==> config.mk <==
export PLATFORM = sky130hd
export DESIGN_NAME = tgsp_gate
export DESIGN_NICKNAME = d
export VERILOG_FILES = /design/src/core/tgsp_pkg.sv /design/src/core/tgsp_edge.sv /design/src/core/tgsp_gate.sv
export VERILOG_INCLUDE_DIRS = /design/src /design/src/core
export SDC_FILE = /design/constraint.sdc
export NUM_CORES = 1
export LEC_CHECK = 0
export ABC_AREA = 1
export ABC_CLOCK_PERIOD_IN_PS = 2050
export BUFFER_PORTS_ARGS = -buffer_cell sky130_fd_sc_hd__buf_2
export CORE_ASPECT_RATIO = 1.4
export CORE_UTILIZATION = 40
export DETAILED_ROUTE_END_ITERATION = 12
export PLACE_DENSITY = 0.73
export SYNTH_ARGS = -nofsm -noshare
export SYNTH_HDL_FRONTEND = slang
export SYNTH_SLANG_ARGS = --single-unit
==> constraint.sdc <==
create_clock -name clock_in -period 2.05 [get_ports clock_in]
set_clock_uncertainty 0.15 [all_clocks]
set_input_delay 0.1025 -clock clock_in [delete_from_list [all_inputs] [get_ports clock_in]]
set_output_delay 0.1025 -clock clock_in [all_outputs]
set_load 0.05 [all_outputs]
==> src/core/tgsp_map.svh <==
// Purpose: Register offsets, field positions and reset values of the timer gate block
// Assumes: Word-indexed register port with 4-bit address
// Notes:   Definitions only
`ifndef TGSP_MAP_SVH
`define TGSP_MAP_SVH

`define TGSP_ADDR_W        4
`define TGSP_DATA_W        16
`define TGSP_OFF_CTRL      4'h0
`define TGSP_OFF_COUNT     4'h1
`define TGSP_OFF_IRQ_STAT  4'h2
`define TGSP_OFF_IRQ_MASK  4'h3
`define TGSP_BIT_GATE_EN   0
`define TGSP_BIT_TOGGLE    1
`define TGSP_BIT_SPM       2
`define TGSP_BIT_GO        3
`define TGSP_BIT_POL       4
`define TGSP_BIT_TMR_ON    5
`define TGSP_BIT_LEVEL     6
`define TGSP_BIT_EV_DONE   0
`define TGSP_BIT_EV_OVF    1
`define TGSP_IRQ_W         2
`define TGSP_CTRL_RST      16'h0000
`define TGSP_COUNT_RST     16'h0000

`endif

==> src/core/tgsp_pkg.sv <==
// Purpose: Types shared by the timer gate block
// Assumes: Included map header for widths
// Notes:   Types only
`include "tgsp_map.svh"
package tgsp_pkg;
	typedef enum logic [1:0] {
		TGSP_IDLE,
		TGSP_ARMED,
		TGSP_CAPTURE
	} tgsp_state_e;

	typedef struct packed {
		logic tmr_on;
		logic polarity;
		logic single_pulse;
		logic toggle;
		logic gate_en;
	} tgsp_ctrl_s;

	typedef struct packed {
		logic [`TGSP_ADDR_W-1:0] addr;
		logic [`TGSP_DATA_W-1:0] wdata;
		logic                    wr;
		logic                    rd;
	} tgsp_bus_s;
endpackage

==> src/core/tgsp_edge.sv <==
// Purpose: Registered gate level with rising and falling edge pulses
// Assumes: Gate input synchronous to clock_in
// Notes:   Edges are of the polarity-adjusted gate
`timescale 1ns/10ps
`default_nettype none
module tgsp_edge (
	input  wire logic clock_in,
	input  wire logic sys_rst_in,
	input  wire logic gate_in,
	output logic      level_out,
	output logic      rise_out,
	output logic      fall_out
);
	logic level_reg;
	logic level_next;

	always_comb begin
		level_next = gate_in;
	end

	always_ff @(posedge clock_in or posedge sys_rst_in) begin
		if (sys_rst_in) begin
			// Reset polarity inverts an idle-low gate, so the adjusted idle level is high;
			// starting there avoids a false rise right after reset
			level_reg <= 1'b1;
		end else begin
			level_reg <= level_next;
		end
	end

	assign level_out = level_reg;
	assign rise_out  = gate_in & ~level_reg;
	assign fall_out  = ~gate_in & level_reg;
endmodule // tgsp_edge
`default_nettype wire

==> src/core/tgsp_gate.sv <==
// Purpose: Gate control of a 16-bit timer with single-pulse and toggle gating
// Assumes: Gate source synchronous to clock_in; register port strobes one cycle
// Notes:   Counter increments on every clock while the effective gate allows it
//
// Overview of operation
// - Single-pulse only when its enable bit set
// - Counting starts at next incrementing gate edge
// - Trailing edge of captured pulse clears go
// - After done, gate events ignored until rearm
// - Clearing single-pulse enable clears go immediately
// - Toggle plus single-pulse measures full period
// - Readable gate level shows latest gate value
// - Gate level valid while gate disabled
//
// Implementation choices: the address map and the address-and-strobe port.
`timescale 1ns/10ps
`default_nettype none
`include "tgsp_map.svh"
module tgsp_gate #(
	parameter int COUNT_W = `TGSP_DATA_W
) (
	input  wire logic                    clock_in,
	input  wire logic                    sys_rst_in,
	input  wire logic                    gate_src_in,
	input  wire logic [`TGSP_ADDR_W-1:0] addr_in,
	input  wire logic [`TGSP_DATA_W-1:0] wdata_in,
	input  wire logic                    wr_in,
	input  wire logic                    rd_in,
	output logic      [`TGSP_DATA_W-1:0] rdata_out,
	output logic                         irq_out,
	output logic                         count_en_out
);
	tgsp_pkg::tgsp_bus_s   bus;
	tgsp_pkg::tgsp_ctrl_s  ctrl_reg;
	tgsp_pkg::tgsp_ctrl_s  ctrl_next;
	tgsp_pkg::tgsp_state_e state_reg;
	tgsp_pkg::tgsp_state_e state_next;
	logic [COUNT_W-1:0]          count_reg;
	logic [COUNT_W-1:0]          count_next;
	logic                        tog_reg;
	logic                        tog_next;
	logic [`TGSP_IRQ_W-1:0]      stat_reg;
	logic [`TGSP_IRQ_W-1:0]      stat_next;
	logic [`TGSP_IRQ_W-1:0]      mask_reg;
	logic [`TGSP_IRQ_W-1:0]      mask_next;
	logic [`TGSP_DATA_W-1:0]     rdata_reg;
	logic [`TGSP_DATA_W-1:0]     rdata_next;
	logic                        irq_reg;
	logic                        cen_reg;
	logic                        cen_next;
	logic                        gate_adj;
	logic                        lvl;
	logic                        rise;
	logic                        fall;
	logic                        go_wr;
	logic                        ctrl_wr;
	logic                        base_gate;
	logic                        inc_edge;
	logic                        trail_edge;
	logic                        ev_done;
	logic                        ev_ovf;
	logic [`TGSP_IRQ_W-1:0]      events;

	assign bus.addr  = addr_in;
	assign bus.wdata = wdata_in;
	assign bus.wr    = wr_in;
	assign bus.rd    = rd_in;

	// Polarity applied before edge detection so the status level follows the active sense
	assign gate_adj = gate_src_in ^ ~ctrl_reg.polarity;

	tgsp_edge u_edge (
		.clock_in  (clock_in),
		.sys_rst_in(sys_rst_in),
		.gate_in   (gate_adj),
		.level_out (lvl),
		.rise_out  (rise),
		.fall_out  (fall)
	);

	assign ctrl_wr = bus.wr && (bus.addr == `TGSP_OFF_CTRL);
	assign go_wr   = ctrl_wr && bus.wdata[`TGSP_BIT_GO]
		&& bus.wdata[`TGSP_BIT_SPM];

	// In toggle mode the increment edge is a rise of the toggled gate
	assign inc_edge   = ctrl_reg.toggle ? (rise && !tog_reg) : rise;
	assign trail_edge = ctrl_reg.toggle ? (rise && tog_reg) : fall;

	always_comb begin
		tog_next = tog_reg;
		if (!ctrl_reg.toggle) begin
			tog_next = 1'b0;
		end else if (rise) begin
			tog_next = ~tog_reg;
		end
	end

	assign base_gate = ctrl_reg.toggle ? tog_next : gate_adj;

	always_comb begin
		state_next = state_reg;
		ev_done    = 1'b0;
		unique case (state_reg)
			tgsp_pkg::TGSP_IDLE: begin
				if (go_wr) begin
					state_next = tgsp_pkg::TGSP_ARMED;
				end
			end
			tgsp_pkg::TGSP_ARMED: begin
				if (inc_edge) begin
					state_next = tgsp_pkg::TGSP_CAPTURE;
				end
			end
			tgsp_pkg::TGSP_CAPTURE: begin
				if (trail_edge) begin
					state_next = tgsp_pkg::TGSP_IDLE;
					ev_done    = 1'b1;
				end
			end
		endcase
		if (ctrl_wr && !bus.wdata[`TGSP_BIT_SPM]) begin
			state_next = tgsp_pkg::TGSP_IDLE;
			ev_done    = 1'b0;
		end
	end

	always_comb begin
		ctrl_next = ctrl_reg;
		if (ctrl_wr) begin
			ctrl_next.gate_en      = bus.wdata[`TGSP_BIT_GATE_EN];
			ctrl_next.toggle       = bus.wdata[`TGSP_BIT_TOGGLE];
			ctrl_next.single_pulse = bus.wdata[`TGSP_BIT_SPM];
			ctrl_next.polarity     = bus.wdata[`TGSP_BIT_POL];
			ctrl_next.tmr_on       = bus.wdata[`TGSP_BIT_TMR_ON];
		end
	end

	// Counting permission; single pulse overrides ordinary gating
	always_comb begin
		if (!ctrl_reg.tmr_on) begin
			cen_next = 1'b0;
		end else if (!ctrl_reg.gate_en) begin
			cen_next = 1'b1;
		end else if (ctrl_reg.single_pulse) begin
			cen_next = (state_next == tgsp_pkg::TGSP_CAPTURE);
		end else begin
			cen_next = base_gate;
		end
	end

	always_comb begin
		count_next = count_reg;
		ev_ovf     = 1'b0;
		if (bus.wr && (bus.addr == `TGSP_OFF_COUNT)) begin
			count_next = bus.wdata[COUNT_W-1:0];
		end else if (cen_reg) begin
			count_next = count_reg + 1'b1;
			ev_ovf     = &count_reg;
		end
	end

	assign events = {ev_ovf, ev_done};

	// Set wins over the write-one-to-clear
	always_comb begin
		stat_next = stat_reg;
		mask_next = mask_reg;
		if (bus.wr && (bus.addr == `TGSP_OFF_IRQ_STAT)) begin
			stat_next = stat_reg & ~bus.wdata[`TGSP_IRQ_W-1:0];
		end
		if (bus.wr && (bus.addr == `TGSP_OFF_IRQ_MASK)) begin
			mask_next = bus.wdata[`TGSP_IRQ_W-1:0];
		end
		stat_next = stat_next | events;
	end

	always_comb begin
		rdata_next = '0;
		if (bus.rd) begin
			unique case (bus.addr)
				`TGSP_OFF_CTRL: begin
					rdata_next[`TGSP_BIT_GATE_EN] = ctrl_reg.gate_en;
					rdata_next[`TGSP_BIT_TOGGLE]  = ctrl_reg.toggle;
					rdata_next[`TGSP_BIT_SPM]     = ctrl_reg.single_pulse;
					rdata_next[`TGSP_BIT_GO]      = (state_reg != tgsp_pkg::TGSP_IDLE);
					rdata_next[`TGSP_BIT_POL]     = ctrl_reg.polarity;
					rdata_next[`TGSP_BIT_TMR_ON]  = ctrl_reg.tmr_on;
					rdata_next[`TGSP_BIT_LEVEL]   = lvl;
				end
				`TGSP_OFF_COUNT:    rdata_next[COUNT_W-1:0] = count_reg;
				`TGSP_OFF_IRQ_STAT: rdata_next[`TGSP_IRQ_W-1:0] = stat_reg;
				`TGSP_OFF_IRQ_MASK: rdata_next[`TGSP_IRQ_W-1:0] = mask_reg;
				default:            rdata_next = '0;
			endcase
		end
	end

	always_ff @(posedge clock_in or posedge sys_rst_in) begin
		if (sys_rst_in) begin
			ctrl_reg  <= '0;
			state_reg <= tgsp_pkg::TGSP_IDLE;
			count_reg <= '0;
			tog_reg   <= 1'b0;
			stat_reg  <= '0;
			mask_reg  <= '0;
			rdata_reg <= '0;
			irq_reg   <= 1'b0;
			cen_reg   <= 1'b0;
		end else begin
			ctrl_reg  <= ctrl_next;
			state_reg <= state_next;
			count_reg <= count_next;
			tog_reg   <= tog_next;
			stat_reg  <= stat_next;
			mask_reg  <= mask_next;
			rdata_reg <= rdata_next;
			irq_reg   <= |(stat_next & mask_next);
			cen_reg   <= cen_next;
		end
	end

	assign rdata_out    = rdata_reg;
	assign irq_out      = irq_reg;
	assign count_en_out = cen_reg;

	property p_spm_off_clears;
		@(posedge clock_in) disable iff (sys_rst_in)
		!ctrl_reg.single_pulse |-> state_reg == tgsp_pkg::TGSP_IDLE;
	endproperty
	a_spm_off_clears: assert property (p_spm_off_clears) else $error("go set without spm");

	property p_no_count_idle;
		@(posedge clock_in) disable iff (sys_rst_in)
		(ctrl_reg.single_pulse && ctrl_reg.gate_en && state_reg == tgsp_pkg::TGSP_IDLE)
			|=> !cen_reg;
	endproperty
	a_no_count_idle: assert property (p_no_count_idle) else $error("count while done");

	property p_arm;
		@(posedge clock_in) disable iff (sys_rst_in)
		(go_wr && state_reg == tgsp_pkg::TGSP_IDLE) |=> state_reg == tgsp_pkg::TGSP_ARMED;
	endproperty
	a_arm: assert property (p_arm) else $error("go write did not arm");

	property p_start;
		@(posedge clock_in) disable iff (sys_rst_in)
		(state_reg == tgsp_pkg::TGSP_ARMED && inc_edge && !ctrl_wr)
			|=> state_reg == tgsp_pkg::TGSP_CAPTURE;
	endproperty
	a_start: assert property (p_start) else $error("capture not started");

	property p_done;
		@(posedge clock_in) disable iff (sys_rst_in)
		(state_reg == tgsp_pkg::TGSP_CAPTURE && trail_edge && !ctrl_wr)
			|=> state_reg == tgsp_pkg::TGSP_IDLE && stat_reg[`TGSP_BIT_EV_DONE];
	endproperty
	a_done: assert property (p_done) else $error("done not reported");

	property p_level;
		@(posedge clock_in) disable iff (sys_rst_in)
		!$past(sys_rst_in) |-> lvl == $past(gate_adj);
	endproperty
	a_level: assert property (p_level) else $error("level status stale");

	property p_toggle;
		@(posedge clock_in) disable iff (sys_rst_in)
		(ctrl_reg.toggle && $past(ctrl_reg.toggle) && $past(rise)) |-> tog_reg != $past(tog_reg);
	endproperty
	a_toggle: assert property (p_toggle) else $error("toggle missed");

	property p_go_read;
		@(posedge clock_in) disable iff (sys_rst_in)
		(rd_in && addr_in == `TGSP_OFF_CTRL)
			|=> rdata_out[`TGSP_BIT_GO] == ($past(state_reg) != tgsp_pkg::TGSP_IDLE);
	endproperty
	a_go_read: assert property (p_go_read) else $error("go read wrong");

	property p_gate_plain;
		@(posedge clock_in) disable iff (sys_rst_in)
		(ctrl_reg.tmr_on && ctrl_reg.gate_en && !ctrl_reg.single_pulse && !ctrl_reg.toggle)
			|=> cen_reg == $past(gate_adj);
	endproperty
	a_gate_plain: assert property (p_gate_plain) else $error("ordinary gating wrong");

	property p_count_start;
		@(posedge clock_in) disable iff (sys_rst_in)
		(state_reg == tgsp_pkg::TGSP_ARMED && inc_edge && ctrl_reg.tmr_on && ctrl_reg.gate_en
			&& ctrl_reg.single_pulse && !ctrl_wr) |=> cen_reg;
	endproperty
	a_count_start: assert property (p_count_start) else $error("count not enabled");

	property p_stay_done;
		@(posedge clock_in) disable iff (sys_rst_in)
		(state_reg == tgsp_pkg::TGSP_IDLE && !go_wr) |=> state_reg == tgsp_pkg::TGSP_IDLE;
	endproperty
	a_stay_done: assert property (p_stay_done) else $error("left done without go");

	property p_abort;
		@(posedge clock_in) disable iff (sys_rst_in)
		(ctrl_wr && !bus.wdata[`TGSP_BIT_SPM])
			|=> state_reg == tgsp_pkg::TGSP_IDLE && !ctrl_reg.single_pulse;
	endproperty
	a_abort: assert property (p_abort) else $error("abort did not clear go");

	// A full source period ends at the second rise, when the toggled gate is high
	property p_period;
		@(posedge clock_in) disable iff (sys_rst_in)
		(state_reg == tgsp_pkg::TGSP_CAPTURE && ctrl_reg.toggle && rise && tog_reg && !ctrl_wr)
			|=> state_reg == tgsp_pkg::TGSP_IDLE;
	endproperty
	a_period: assert property (p_period) else $error("period capture not ended");

	property p_w1c;
		@(posedge clock_in) disable iff (sys_rst_in)
		(bus.wr && bus.addr == `TGSP_OFF_IRQ_STAT && bus.wdata[`TGSP_BIT_EV_DONE] && !ev_done)
			|=> !stat_reg[`TGSP_BIT_EV_DONE];
	endproperty
	a_w1c: assert property (p_w1c) else $error("done status not cleared");

	property p_ovf;
		@(posedge clock_in) disable iff (sys_rst_in)
		(cen_reg && (&count_reg) && !(bus.wr && bus.addr == `TGSP_OFF_COUNT))
			|=> stat_reg[`TGSP_BIT_EV_OVF];
	endproperty
	a_ovf: assert property (p_ovf) else $error("overflow not reported");

	property p_irq;
		@(posedge clock_in) disable iff (sys_rst_in)
		irq_out == |(stat_reg & mask_reg);
	endproperty
	a_irq: assert property (p_irq) else $error("interrupt level wrong");

	c_capture: cover property (@(posedge clock_in) state_reg == tgsp_pkg::TGSP_CAPTURE
		##1 state_reg == tgsp_pkg::TGSP_IDLE);
	c_period: cover property (@(posedge clock_in) ctrl_reg.toggle && ev_done);
	c_abort: cover property (@(posedge clock_in) state_reg == tgsp_pkg::TGSP_ARMED
		##1 !ctrl_reg.single_pulse);
	c_ovf: cover property (@(posedge clock_in) ev_ovf && !ctrl_reg.gate_en);
	c_level_off: cover property (@(posedge clock_in) !ctrl_reg.gate_en && rise);
endmodule // tgsp_gate
`default_nettype wire

==> impl_metrics.env <==
export IMPL_ys_types=36
export IMPL_antenna_diode_count=0
export IMPL_core_um2=5605
export IMPL_synthMuxAreaShare_pct=0
export IMPL_slowest_stage="dfrtp_1"
export IMPL_synthAdderAreaFrac_pct=2.125
export IMPL_worst_pin_slew_ps=574.4
export IMPL_postCtsSetupRepairBufs=0
export IMPL_worstSetupEndpointType="register"
export IMPL_clk_latency_ps=290
export IMPL_rrSetupSlack_ps=180
export IMPL_rr_endpoint="count_en_out"
export IMPL_grt_max_degree=48
export IMPL_avgViaCountPerCell=5.017
export IMPL_synthSimpleGateAreaFrac_pct=26.14
export IMPL_die_w_um=66.85
export IMPL_syn2layout_area_growth_pct=23.75
export IMPL_drive_gt1_share_pct=20.11
export IMPL_ys_ff_latch=47
export IMPL_synth_compound_area_share_pct=10.95
export IMPL_power_total_mw=2.848
export IMPL_synthFlopType="dfrtp_1"
export IMPL_dp_slack_ps=230.9
export IMPL_max_stage_delay_ps=410
export IMPL_drc=0
export IMPL_min_delay_path_depth=3
export IMPL_ir_drop_mv=0.3529
export IMPL_synthXorXnorAreaFrac_pct=3.719
export IMPL_hpwl_um=3888
export IMPL_worst_setup_path_type="register to register"
export IMPL_synth_warning_count=0
export IMPL_rsz0062_at_grt="false"
export IMPL_cp_cell_sequence="inv_1 -> ha_1 -> inv_1 -> nand3_1 -> nor2_1 -> inv_1 -> a21oi_1 -> nand2_1 -> nand2_1 -> nor2_1 -> nor2_1 -> nor2_1"
export IMPL_grt_antenna_before_repair=0
export IMPL_dr_pass1_iters=4
export IMPL_period_share_pct=91.24
export IMPL_period_minus_slack_ps=1870
export IMPL_synth_edf_count=0
export IMPL_cts_max_path_buffers=2
export IMPL_crit_required_ps=2090
export IMPL_tns_ps=0
export IMPL_rows=32
export IMPL_rr_worst_depth=12
export IMPL_setup_violations=0
export IMPL_gp_congestion=0.8274
export IMPL_synthesis_area_um2=2355
export IMPL_port_buffers=42
export IMPL_antenna_left=0
export IMPL_fin_nets=376
export IMPL_overflow=0
export IMPL_wl_um=5269
export IMPL_boundaryPins=43
export IMPL_grt_pass1_wl_um=8976
export IMPL_start_util_pct=42.01
export IMPL_drv_slew=0
export IMPL_rr_startpoint="state_reg[1]"
export IMPL_hold_slack_ps=0.2446
export IMPL_cts_sinks=47
export IMPL_synthArstFlopShare_pct=100.0
export IMPL_cellPowerDensity_nw_per_um2=977.2
export IMPL_hold_end="ctrl_reg[1]"
export IMPL_grt_pass1_vias=2018
export IMPL_hold_start="wdata_in[1]"
export IMPL_status="complete, no violations"
export IMPL_setup_ws_ps=179.6
export IMPL_maxCapViolations=0
export IMPL_p_leak_nw=1.463
export IMPL_cpLargestDelayFamily="simple AND/OR/NAND/NOR gates"
export IMPL_max_freq_mhz=534.7
export IMPL_startpoint_type="register"
export IMPL_die_y_um=92.79
export IMPL_grt_usage_pct=19.23
export IMPL_crit_top_cell="nor2_1"
export IMPL_cts_buffers=5
export IMPL_hp_class="input pin to register"
export IMPL_cts_resized=0
export IMPL_drtIter0Drc=222
export IMPL_wl_per_cell_um=12.67
export IMPL_syn_inst=281
export IMPL_cts_tree="done"
export IMPL_vias=2087
export IMPL_die_area_um2=6202
export IMPL_path_max_fanout=4
export IMPL_maxSlewHeadroom_pct=61.71
export IMPL_worstPathArrival_ps=1910
export IMPL_htree_levels=2
export IMPL_ys_seq_area_share_pct=50.00
export IMPL_root_buffer="clkbuf_8"
export IMPL_syn_area_per_cell_um2=8.380
export IMPL_synth_fp_nets=310
export IMPL_path_clk_slew_ps=80
export IMPL_finalHoldViolCount=0
export IMPL_path_buf_inv=3
export IMPL_synth_top_family_by_area="simple AND/OR/NAND/NOR gates"
-- stage by stage --
stage / utilization, % / instance area (µm²) / std cells
after floorplan: - / 2355 / 281
after global placement: 47.32 / 2653 / 390
after detailed placement: 47.32 / 2653 / 390
after CTS: 51.99 / 2914 / 416
after global routing: 51.99 / 2914 / 416
final: 51.99 / 2914 / 416
-- worst max path at each step --
stage / cells past startpoint / from / endpoint / slack, ps
final: 12 / state_reg[1] / count_en_out / 180
after global routing: 12 / state_reg[1] / count_en_out / 30
after CTS: 12 / state_reg[1] / count_en_out / 200
after detailed placement: 12 / state_reg[1] / count_en_out / 230
after global placement: 12 / state_reg[1] / count_en_out / 330
after floorplan: 6 / count_en_out / count_reg[14] / 380
-- report_power, final --
| part | switching (mW) | leakage (nW) | internal (mW) |
|---|---|---|---|
| clock | 0.294 | 0.0422 | 0.240 |
| combinational | 0.587 | 0.825 | 0.353 |
| sequential | 0.230 | 0.595 | 1.14 |
| total | 1.11 | 1.46 | 1.74 |
-- Yosys cell counts (2+ instances only) --
library cell | number | area share (%)
o21ai_1 | 2 | 0.43
a221oi_1 | 2 | 0.74
nand4_1 | 6 | 1.6
nand2_4 | 2 | 0.96
clkinv_1 | 2 | 0.32
nor3_1 | 11 | 2.3
nor2_1 | 21 | 3.3
a21oi_1 | 18 | 3.8
ha_1 | 4 | 2.1
o21ai_2 | 2 | 0.74
inv_1 | 34 | 5.4
o211ai_1 | 3 | 0.96
dfrtp_1 | 46 | 49
o221ai_1 | 2 | 0.74
inv_2 | 3 | 0.48
xor2_1 | 8 | 3.0
nor2_2 | 3 | 0.80
nand3_1 | 15 | 3.2
nand2_1 | 68 | 11
xnor2_1 | 2 | 0.74
o21ai_0 | 12 | 2.6
-- worst min-delay path, cell delays in order --
cell     delay [ps]
buf_2            80
inv_1            70
o21ai_0         160
-- cell usage in the layout, fill, tap and decap left out, types with 3 or more instances in the layout --
master,n
a21oi_1,18
buf_2,42
buf_4,3
clkbuf_8,5
dfrtp_1,46
dlygate4sd3_1,18
ha_1,4
inv_1,33
inv_2,4
nand2_1,68
nand3_1,15
nand4_1,6
nor2_1,21
nor2_2,3
nor3_1,11
o211ai_1,3
o21ai_0,12
xor2_1,8
-- cell type report --
| cell class | count | area [µm²] |
|---|---|---|
| Clock buffer | 7 | 76.32 |
| Tap cell | 68 | 85.08 |
| Clock inverter | 1 | 5.005 |
| Fill cell | 535 | 2691 |
| Timing Repair Buffer | 63 | 412.9 |
| Sequential cell | 47 | 1177 |
| Inverter | 39 | 146.4 |
| Multi-Input combinational cell | 191 | 1011 |
-- repair_timing --
action,in CTS,in global routing
endpoints found under the setup margin,0,0
endpoints found under the hold margin,67,0
hold buffers,18,0
-- layer usage --
metal	track usage (%)	up-vias	wire, µm
met5	0	-	0
met4	9.043	0	165
met3	3.695	14	203
met2	34.18	54	2829
met1	21.29	970	2070
li1	-	1049	-
-- logic make-up after synthesis --
family	Yosys count
simple gates	133
flops	47
compound gates	44
buf+inv	43
xor+xnor	10
fa+ha+maj	4
Power figures use the tool's default switching activity.
